===== config.mk =====
export PLATFORM = sky130hd
export DESIGN_NAME = charger_supervisor_fsm
export DESIGN_NICKNAME = d
export VERILOG_FILES = /design/src/rtl/chg_sup_pkg.sv /design/src/rtl/charger_supervisor_fsm.sv /design/src/rtl/win_timer.sv
export SDC_FILE = /design/constraint.sdc
export NUM_CORES = 1
export LEC_CHECK = 0
export BUFFER_PORTS_ARGS = -buffer_cell sky130_fd_sc_hd__buf_4
export CAP_MARGIN = 25
export CORE_ASPECT_RATIO = 0.8
export CORE_MARGIN = 4
export CORE_UTILIZATION = 55
export DETAILED_ROUTE_END_ITERATION = 7
export PLACE_DENSITY_LB_ADDON = 0.2
export SETUP_SLACK_MARGIN = 0.5
export SLEW_MARGIN = 25
export SYNTH_ARGS = -nofsm -noshare
export SYNTH_HDL_FRONTEND = slang
export SYNTH_HIERARCHICAL = 1
export SYNTH_SLANG_ARGS = --single-unit

===== constraint.sdc =====
create_clock -name core_clk -period 2.7 [get_ports core_clk]
set_input_delay 0.135 -clock core_clk [delete_from_list [all_inputs] [get_ports core_clk]]
set_output_delay 0.135 -clock core_clk [all_outputs]
set_load 0.01 [all_outputs]

===== src/rtl/chg_sup_pkg.sv =====
// shared constants for the charger supervisor
`default_nettype none
package chg_sup_pkg;
    // core clock rate
    localparam longint CLK_HZ = 64'd10_000_000;
    // detection windows in their own units
    localparam longint DISCH_WINDOW_MS = 64'd1000;
    localparam longint PROBE_WINDOW_MS = 64'd500;
    // windows in core clock cycles
    localparam longint DISCH_CYCLES = DISCH_WINDOW_MS * CLK_HZ / 64'd1000;
    localparam longint PROBE_CYCLES = PROBE_WINDOW_MS * CLK_HZ / 64'd1000;
    // width of the window counter
    localparam int WIN_W = 24;
    // indicator reset values (released)
    localparam logic IND_RESET = 1'b0;
    // supervisor states
    typedef enum logic [2:0] {
        ST_IDLE,
        ST_DISCH,
        ST_PROBE,
        ST_CHARGE,
        ST_DONE,
        ST_FAULT_HI,
        ST_FAULT_LO
    } sup_state_t;
endpackage
`default_nettype wire


===== src/rtl/charger_supervisor_fsm.sv =====
// supervisory state logic of a stand-alone battery charger
`timescale 1ns/100ps
`default_nettype none
// Function
// - new charge cycle starts only with temperature between cold and hot start thresholds.
// - temperature out of window suspends charging until back inside the start window.
// - temperature suspend acts by switching off both converter switches.
// - fault above recharge clears when battery falls below recharge, then detection.
// - charge-enable low or power-on reset clears any timer fault.
// - fault below recharge enables fault probe current while battery stays below.
// - rising above recharge with probe on drops probe, follows above-threshold path.
// - power-good asserted when no undervoltage, overvoltage or sleep; else released.
// - charging permitted only with charge-enable high and other conditions met.
// - charge-enable falling edge resets all timers and clears all faults.
// - floating charge-enable counts as low, so charging stays off.
// - indicators: charging on/off, complete off/on, everything else off/off.
// - after power-up detection starts by enabling the discharge sink.
// - low-battery within discharge window: sink off, charge at probe current.
// - recharge crossed within probe window: battery absent, restart detection.
// - either window expiring first means battery present, start a charge cycle.
// - input overvoltage disables charging and moves system supply to battery.
module charger_supervisor_fsm #(
    parameter longint DISCH_LEN = chg_sup_pkg::DISCH_CYCLES, // discharge window cycles
    parameter longint PROBE_LEN = chg_sup_pkg::PROBE_CYCLES // probe window cycles
) (
    input wire logic core_clk, // 10 MHz clock
    input wire logic rst, // async reset, high
    input wire logic clk_en, // freezes all state when low
    input wire logic charge_enable, // charge-enable pin level
    input wire logic temp_above_cold, // temperature warmer than cold threshold
    input wire logic temp_below_hot_start, // cooler than hot start threshold
    input wire logic temp_below_hot_cutoff, // cooler than hot cutoff threshold
    input wire logic bat_below_low, // battery under low_battery_level
    input wire logic bat_above_recharge, // battery above recharge threshold
    input wire logic undervoltage_lockout, // supply in lockout
    input wire logic input_overvoltage, // adapter above overvoltage threshold
    input wire logic sleep_mode, // device in sleep
    input wire logic safety_timeout, // safety timer expired, pulse
    input wire logic charge_done, // termination reached, pulse
    output logic converter_on, // both switches allowed to run
    output logic probe_charge, // charge at reduced probe current
    output logic discharge_sink, // discharge sink on sense_neg_node
    output logic fault_probe, // small fault probe current on
    output logic supply_from_battery, // system supply switched to battery
    output logic supply_good_out, // power-good open-drain output
    output logic supply_good_oe, // power-good driver enable
    output logic charge_indicator_a, // first indicator output
    output logic charge_indicator_a_oe, // first indicator enable
    output logic charge_indicator_b, // second indicator output
    output logic charge_indicator_b_oe, // second indicator enable
    output logic timer_fault // timer fault standing
);
    localparam logic [chg_sup_pkg::WIN_W-1:0] DISCH_N = DISCH_LEN[chg_sup_pkg::WIN_W-1:0];
    localparam logic [chg_sup_pkg::WIN_W-1:0] PROBE_N = PROBE_LEN[chg_sup_pkg::WIN_W-1:0];

    // ------------------------------------------------------------
    // condition decoding
    // ------------------------------------------------------------
    chg_sup_pkg::sup_state_t state, next_state;
    logic ce_prev;
    logic ce_fall;
    logic supply_ok;
    logic temp_start_ok;
    logic temp_run_ok;
    logic charge_allowed;
    logic win_load;
    logic win_expired;
    logic [chg_sup_pkg::WIN_W-1:0] win_len;

    assign ce_fall = ce_prev & ~charge_enable;
    // supply valid only outside lockout, overvoltage and sleep
    assign supply_ok = ~undervoltage_lockout & ~input_overvoltage & ~sleep_mode;
    // start window is cold to hot start
    assign temp_start_ok = temp_above_cold & temp_below_hot_start;
    // hot cutoff widens the running window
    assign temp_run_ok = temp_above_cold & temp_below_hot_cutoff;
    // charge-enable must be high; a floating pin is pulled down, so stays off
    assign charge_allowed = charge_enable & supply_ok;

    // ------------------------------------------------------------
    // detection window timer
    // ------------------------------------------------------------
    // windows timed from the internal counter
    assign win_load = (state != next_state) | ce_fall;
    assign win_len = (next_state == chg_sup_pkg::ST_PROBE) ? PROBE_N : DISCH_N;

    win_timer #(.W(chg_sup_pkg::WIN_W)) u_win (
        .core_clk(core_clk),
        .rst(rst),
        .ce(clk_en),
        .load(win_load),
        .length(win_len),
        .run(1'b1),
        .expired(win_expired)
    );

    // ------------------------------------------------------------
    // supervisor state machine
    // ------------------------------------------------------------
    always_comb begin
        next_state = state;
        case (state)
            chg_sup_pkg::ST_IDLE: begin
                // detection begins once powered and enabled
                if (charge_allowed) begin
                    next_state = chg_sup_pkg::ST_DISCH;
                end
            end
            chg_sup_pkg::ST_DISCH: begin
                // low level reached inside the window
                if (bat_below_low) begin
                    next_state = chg_sup_pkg::ST_PROBE;
                end else if (win_expired) begin
                    next_state = chg_sup_pkg::ST_CHARGE;
                end
            end
            chg_sup_pkg::ST_PROBE: begin
                if (bat_above_recharge) begin
                    next_state = chg_sup_pkg::ST_DISCH;
                end else if (win_expired) begin
                    next_state = chg_sup_pkg::ST_CHARGE;
                end
            end
            chg_sup_pkg::ST_CHARGE: begin
                if (safety_timeout) begin
                    next_state = bat_above_recharge ? chg_sup_pkg::ST_FAULT_HI
                                                    : chg_sup_pkg::ST_FAULT_LO;
                end else if (charge_done) begin
                    next_state = chg_sup_pkg::ST_DONE;
                end
            end
            chg_sup_pkg::ST_DONE: begin
                // battery sagged: back through detection
                if (!bat_above_recharge) begin
                    next_state = chg_sup_pkg::ST_DISCH;
                end
            end
            chg_sup_pkg::ST_FAULT_HI: begin
                // clears when battery falls under recharge
                if (!bat_above_recharge) begin
                    next_state = chg_sup_pkg::ST_DISCH;
                end
            end
            chg_sup_pkg::ST_FAULT_LO: begin
                // battery rose: drop probe, take above-threshold path
                if (bat_above_recharge) begin
                    next_state = chg_sup_pkg::ST_FAULT_HI;
                end
            end
            default: next_state = chg_sup_pkg::ST_IDLE;
        endcase
        // enable low clears faults and returns to idle
        if (!charge_allowed || ce_fall) begin
            next_state = chg_sup_pkg::ST_IDLE;
        end
    end

    // state and edge register, frozen by the clock enable
    always_ff @(posedge core_clk or posedge rst) begin
        if (rst) begin
            state <= chg_sup_pkg::ST_IDLE;
            ce_prev <= 1'b0;
        end else if (clk_en) begin
            state <= next_state;
            ce_prev <= charge_enable;
        end
    end

    // ------------------------------------------------------------
    // outputs, registered; supply outputs from the inputs, the others from the next state
    // ------------------------------------------------------------
    logic charging_n;
    logic temp_ok_n;
    logic suspended;
    logic temp_hold;
    // temperature gating; a running cycle uses the wider window, but after
    // a suspend it must come back inside the start window to resume
    assign temp_ok_n = (state == chg_sup_pkg::ST_CHARGE && !temp_hold) ? temp_run_ok
                                                                       : temp_start_ok;
    assign charging_n = (next_state == chg_sup_pkg::ST_CHARGE) ||
                        (next_state == chg_sup_pkg::ST_PROBE);
    // outside the window charging waits in place
    assign suspended = charging_n & ~temp_ok_n;

    // remembers a suspend, so the cutoff window alone cannot restart
    always_ff @(posedge core_clk or posedge rst) begin
        if (rst) begin
            temp_hold <= 1'b0;
        end else if (clk_en) begin
            temp_hold <= suspended;
        end
    end

    always_ff @(posedge core_clk or posedge rst) begin
        if (rst) begin
            converter_on <= 1'b0;
            probe_charge <= 1'b0;
            discharge_sink <= 1'b0;
            fault_probe <= 1'b0;
            supply_from_battery <= 1'b0;
            supply_good_out <= chg_sup_pkg::IND_RESET;
            charge_indicator_a <= chg_sup_pkg::IND_RESET;
            charge_indicator_b <= chg_sup_pkg::IND_RESET;
            timer_fault <= 1'b0;
        end else if (clk_en) begin
            // both switches off whenever suspended or not allowed
            converter_on <= charging_n & ~suspended;
            probe_charge <= (next_state == chg_sup_pkg::ST_PROBE) & ~suspended;
            discharge_sink <= (next_state == chg_sup_pkg::ST_DISCH);
            fault_probe <= (next_state == chg_sup_pkg::ST_FAULT_LO);
            // overvoltage moves system supply to battery
            supply_from_battery <= input_overvoltage;
            // pulled low while supply is valid
            supply_good_out <= supply_ok;
            charge_indicator_a <= (next_state == chg_sup_pkg::ST_CHARGE) & ~suspended;
            charge_indicator_b <= (next_state == chg_sup_pkg::ST_DONE);
            timer_fault <= (next_state == chg_sup_pkg::ST_FAULT_HI) ||
                           (next_state == chg_sup_pkg::ST_FAULT_LO);
        end
    end

    // open-drain: enable high while the pin is pulled low
    assign supply_good_oe = supply_good_out;
    assign charge_indicator_a_oe = charge_indicator_a;
    assign charge_indicator_b_oe = charge_indicator_b;

    // ------------------------------------------------------------
    // assertions
    // ------------------------------------------------------------
    property p_supply_good;
        @(posedge core_clk) disable iff (rst)
        (clk_en && !rst) |=> supply_good_out == $past(supply_ok);
    endproperty
    a_supply_good: assert property (p_supply_good) else $error("power-good mismatch");

    property p_ind_excl;
        @(posedge core_clk) disable iff (rst)
        !(charge_indicator_a && charge_indicator_b);
    endproperty
    a_ind_excl: assert property (p_ind_excl) else $error("both indicators on");

    property p_ce_low_off;
        @(posedge core_clk) disable iff (rst)
        (clk_en && !charge_enable) |=> !converter_on && !timer_fault;
    endproperty
    a_ce_low_off: assert property (p_ce_low_off) else $error("charging while disabled");

    property p_ce_fall;
        @(posedge core_clk) disable iff (rst)
        (clk_en && ce_fall) |=> state == chg_sup_pkg::ST_IDLE;
    endproperty
    a_ce_fall: assert property (p_ce_fall) else $error("enable fall not cleared");

    property p_temp_suspend;
        @(posedge core_clk) disable iff (rst)
        (clk_en && !temp_above_cold) |=> !converter_on;
    endproperty
    a_temp_suspend: assert property (p_temp_suspend) else $error("charging while cold");

    property p_probe_drop;
        @(posedge core_clk) disable iff (rst)
        (clk_en && charge_allowed && state == chg_sup_pkg::ST_FAULT_LO && bat_above_recharge)
        |=> !fault_probe && state == chg_sup_pkg::ST_FAULT_HI;
    endproperty
    a_probe_drop: assert property (p_probe_drop) else $error("probe not dropped");

    property p_fault_clear;
        @(posedge core_clk) disable iff (rst)
        (clk_en && charge_allowed && state == chg_sup_pkg::ST_FAULT_HI && !bat_above_recharge)
        |=> discharge_sink;
    endproperty
    a_fault_clear: assert property (p_fault_clear) else $error("fault not cleared");

    property p_disch_low;
        @(posedge core_clk) disable iff (rst)
        (clk_en && charge_allowed && state == chg_sup_pkg::ST_DISCH && bat_below_low)
        |=> !discharge_sink && state == chg_sup_pkg::ST_PROBE;
    endproperty
    a_disch_low: assert property (p_disch_low) else $error("sink not released");

    property p_absent;
        @(posedge core_clk) disable iff (rst)
        (clk_en && charge_allowed && state == chg_sup_pkg::ST_PROBE && bat_above_recharge)
        |=> state == chg_sup_pkg::ST_DISCH;
    endproperty
    a_absent: assert property (p_absent) else $error("absent not restarted");

    property p_start_window;
        @(posedge core_clk) disable iff (rst)
        (clk_en && state != chg_sup_pkg::ST_CHARGE && !temp_start_ok) |=> !converter_on;
    endproperty
    a_start_window: assert property (p_start_window) else $error("start out of window");

    property p_temp_resume;
        @(posedge core_clk) disable iff (rst)
        (clk_en && temp_hold && !temp_start_ok) |=> !converter_on;
    endproperty
    a_temp_resume: assert property (p_temp_resume) else $error("resumed out of window");

    property p_fault_low;
        @(posedge core_clk) disable iff (rst)
        (clk_en && charge_allowed && state == chg_sup_pkg::ST_CHARGE && safety_timeout
            && !bat_above_recharge) |=> fault_probe && timer_fault;
    endproperty
    a_fault_low: assert property (p_fault_low) else $error("fault probe missing");

    property p_detect_start;
        @(posedge core_clk) disable iff (rst)
        (clk_en && charge_allowed && state == chg_sup_pkg::ST_IDLE) |=> discharge_sink;
    endproperty
    a_detect_start: assert property (p_detect_start) else $error("detection not started");

    property p_present;
        @(posedge core_clk) disable iff (rst)
        (clk_en && charge_allowed && state == chg_sup_pkg::ST_DISCH && !bat_below_low
            && win_expired) |=> state == chg_sup_pkg::ST_CHARGE;
    endproperty
    a_present: assert property (p_present) else $error("present battery not charged");

    property p_supply_swap;
        @(posedge core_clk) disable iff (rst)
        (clk_en && !rst) |=> supply_from_battery == $past(input_overvoltage);
    endproperty
    a_supply_swap: assert property (p_supply_swap) else $error("system supply not swapped");

    c_detect: cover property (@(posedge core_clk) disable iff (rst)
        state == chg_sup_pkg::ST_DISCH ##1 state == chg_sup_pkg::ST_PROBE);
    c_present: cover property (@(posedge core_clk) disable iff (rst)
        state == chg_sup_pkg::ST_PROBE ##1 state == chg_sup_pkg::ST_CHARGE);
    c_fault_lo: cover property (@(posedge core_clk) disable iff (rst)
        state == chg_sup_pkg::ST_FAULT_LO ##1 state == chg_sup_pkg::ST_FAULT_HI);
    c_complete: cover property (@(posedge core_clk) disable iff (rst)
        state == chg_sup_pkg::ST_CHARGE ##1 state == chg_sup_pkg::ST_DONE);
    c_absent: cover property (@(posedge core_clk) disable iff (rst)
        state == chg_sup_pkg::ST_PROBE ##1 state == chg_sup_pkg::ST_DISCH);
endmodule
`default_nettype wire


===== src/rtl/win_timer.sv =====
// window timer: loads a length, counts down, flags expiry
`timescale 1ns/100ps
`default_nettype none
module win_timer #(
    parameter int W = 24
) (
    input wire logic core_clk, // clock
    input wire logic rst, // async reset, high
    input wire logic ce, // clock enable
    input wire logic load, // start a new window
    input wire logic [W-1:0] length, // window length in cycles
    input wire logic run, // count while high
    output logic expired // window has run out
);
    logic [W-1:0] count;

    // countdown, expiry held until reload
    always_ff @(posedge core_clk or posedge rst) begin
        if (rst) begin
            count <= '0;
            expired <= 1'b0;
        end else if (ce) begin
            if (load) begin
                count <= length;
                expired <= 1'b0;
            end else if (run && count != '0) begin
                count <= count - 1'b1;
                expired <= (count == {{(W-1){1'b0}}, 1'b1});
            end
        end
    end
endmodule
`default_nettype wire


==> flow_summary.toml <==
[worst_setup_path]
crit_path_end_kind = "flop"
reg2regPathDepth = 8
reg2reg_to = "u_win/count[14]"
critPathMaxStageDelay_ps = 450
path_cells = "inv_2 > ha_1 > nor3b_1 > buf_4 > nor3b_1 > nand4_1 > nor4_1 > nor3_1"
crit_arrival_ps = 2500
cpMostUsedCell = "nor3b_1"
worstSetupPathType = "reg2reg"
reg2reg_from = "u_win/count[0]"
cp_slowest_cell = "dfrtp_2"
start_kind = "flop"
r2r_slack_ps = 370
cp_max_fo = 7
worstPathRequired_ps = 2860

[timing]
fin_skew_ps = 8.89
relSlewSlack_pct = 61.4
min_period_over_period_pct = 86.4
hold_viol_final = 0
setup_tns_ps = 0
fmax_mhz = 428
grt_setup_unrepaired = "yes"
period_needed_ps = 2330
finalSetupViolCount = 0
slew_viol_final = 0
tightest_slew_ps = 578
whs_ps = 78.1

[synth]
async_flop_share_pct = 100
yosysTopAreaCell = "dfrtp_1"
synth_area_per_cell_um2 = 9.01
synth-edff-count = 0
synth_top_area_share_pct = 36.2
synth.distinct_cells = 70
synthesis.area_mm2 = 0.00269
ys_top_cells_by_count = "dfrtp_1, nor2_1, nand2_1"
yosysWarningCount = 6
synth.most_common_cell = "dfrtp_1"
synth_flop_cell = "dfrtp_1"
synth_cells = 299
synthTopCellsByArea = "dfrtp_1, nor2_1, nor3_1"
seq_area_frac_synth_pct = 36.2
yosys_register_bits = 39

[route]
drt_wl_total_um = 8310
firstDrtPassIters = 6
vias_per_cell = 6.53
num_vias = 2839
drc = 0
drtIter0Drc = 375
ant_nets = 0
avgRoutedWirePerCell_um = 19.1

[finish]
num_antenna_cells = 0
fillers = 308
syn_to_final_growth_pct = 34.2
multi_input_area_mm2 = 0.00180
design_area_mm2 = 0.00361
fin_util_pct = 77.7
fin_nets = 391
seqCellArea_um2 = 985
drive_above_1_share_pct = 38.1

[worst_hold_path]
holdPathStages = 2
hold_end = "supply_from_battery"
hp-class = "in2reg"
hp-start = "input_overvoltage"

[global_route]
antenna_found_initial = 0
overflow = 0
grt_pass1_vias = 2558
grt_pass1_wl_um = 12700
grtUsageTotal_pct = 25.9
grt_max_degree = 27

[pwr]
vdd_drop_max_mv = 0.408
p_per_area_mw_per_mm2 = 525
p_leak_nw = 1.52

[floorplan]
rows = 22
core_area_mm2 = 0.00465
ioPinCount = 26
initial_core_util_pct = 57.9
die_h_um = 70.6
dieArea_mm2 = 0.00609
die_w_um = 86.2

[placement]
gp_congestion = 0.960
dpl_cell_area_mm2 = 0.00309
post-dp-hpwl_um = 5280
io_buffer_count = 25

[clocking]
cts_made_buffers = 5
clock_latency_ps = 300
cts-root-buf = "clkbuf_8"
cts_tree = "built"
cts.sinks = 39
cts.clk_slew.worst_paths_ps = 90
cts_buffer_depth = 2
htree_num_levels = 2

[run_status]
outcome = "complete, no violations"

[job]
max-cap-violations = 0
final cells by class:
| cell class | count | share of cell area (%) |
|---|---|---|
| Timing Repair Buffer | 72 | 16.1 |
| Clock buffer | 5 | 1.90 |
| Clock inverter | 3 | 1.28 |
| Sequential cell | 39 | 27.3 |
| Inverter | 14 | 1.45 |
| Multi-Input combinational cell | 242 | 49.9 |
| Tap cell | 60 | 2.08 |
layout by cell type (no fill, tap or decap), drive strengths merged, types with 4 or more instances in the layout:
cell,n
o31ai,5
a221o,6
o211ai,4
a311oi,4
a211oi,13
nor4,11
nor2,23
nand4,7
nand2,20
nand3,5
or3,7
clkbuf,5
o22ai,7
o21ai,13
conb,18
mux2,7
a21oi,11
nand2b,6
nor3,16
buf,71
inv,15
or4,5
dfrtp,39
critical path, delay by kind of cell (launching register included):
kind                     cells  cell delay, ps
AND/OR/NAND/NOR              5            1280
adder cells (fa/ha/maj)      1             190
buffers and inverters        2             290
flip-flops                   1             450
per-stage QoR:
stage / worst slack (ps) / total power, W / std cells
floorplan: 452 / 0.00108 / 315
global placement: 221 / 0.00122 / 403
detailed placement: 193 / 0.00124 / 403
CTS: 475 / 0.00181 / 423
global route: 285 / 0.00199 / 435
finish: 366 / 0.00190 / 435
logic make-up (layout without fill, tap and decap cells):
| logic type | Yosys count | in the layout | synth area share, % |
|---|---|---|---|
| multiplexers | 8 | 8 | 3.44 |
| adder cells (fa/ha/maj) | 3 | 3 | 1.39 |
| AND/OR/NAND/NOR | 126 | 126 | 27.8 |
| other | 2 | 18 | 0.279 |
| XOR/XNOR | 1 | 1 | 0.325 |
| flip-flops | 39 | 39 | 36.2 |
| buffers and inverters | 34 | 94 | 6.23 |
| AO/OA/AOI/OAI | 86 | 86 | 24.3 |
worst max path at each step:
stage / from / endpoint / slack (ps) / cells after the start
global route: u_win/count[0] / u_win/count[14] / 280 / 8
global placement: u_win/count[0] / u_win/count[10] / 220 / 8
floorplan: state[1] / u_win/count[9] / 450 / 11
CTS: state[1] / u_win/count[7] / 480 / 8
detailed placement: u_win/count[0] / u_win/count[10] / 190 / 8
finish: u_win/count[0] / u_win/count[14] / 370 / 8
routing by layer:
layer,track usage [%],part of all wire (%),vias up
met3,6.05,9.4,23
met2,37.9,46,180
met5,0,0,-
li1,-,-,1279
met1,38.7,43,1357
met4,6.23,1.7,0
repair_timing:
item / in CTS / in global routing
pin swaps: 4 / 17
gates resized for setup: 22 / 36
endpoints found under the hold margin: 14 / 0
hold buffers: 1 / 0
cloned: 0 / 1
setup endpoints to repair: 25 / 25
buffers inserted: 11 / 11
power by group:
group,internal [W],total [W],switching (W),leakage [nW]
logic,0.000280,0.000578,0.000298,0.999
clock network,0.000279,0.000510,0.000231,0.0548
registers,0.000679,0.000810,0.000131,0.470
sequential cells by signal, summed over array words and instances, names as in the netlist:
signal / flops
discharge_sink: 1
temp_hold: 1
supply_from_battery: 1
converter_on: 1
fault_probe: 1
ce_prev: 1
probe_charge: 1
u_win/count: 24
timer_fault: 1
supply_good_oe: 1
charge_indicator_a: 1
state: 3
charge_indicator_b: 1
u_win/expired: 1
Power figures use the tool's default switching activity.
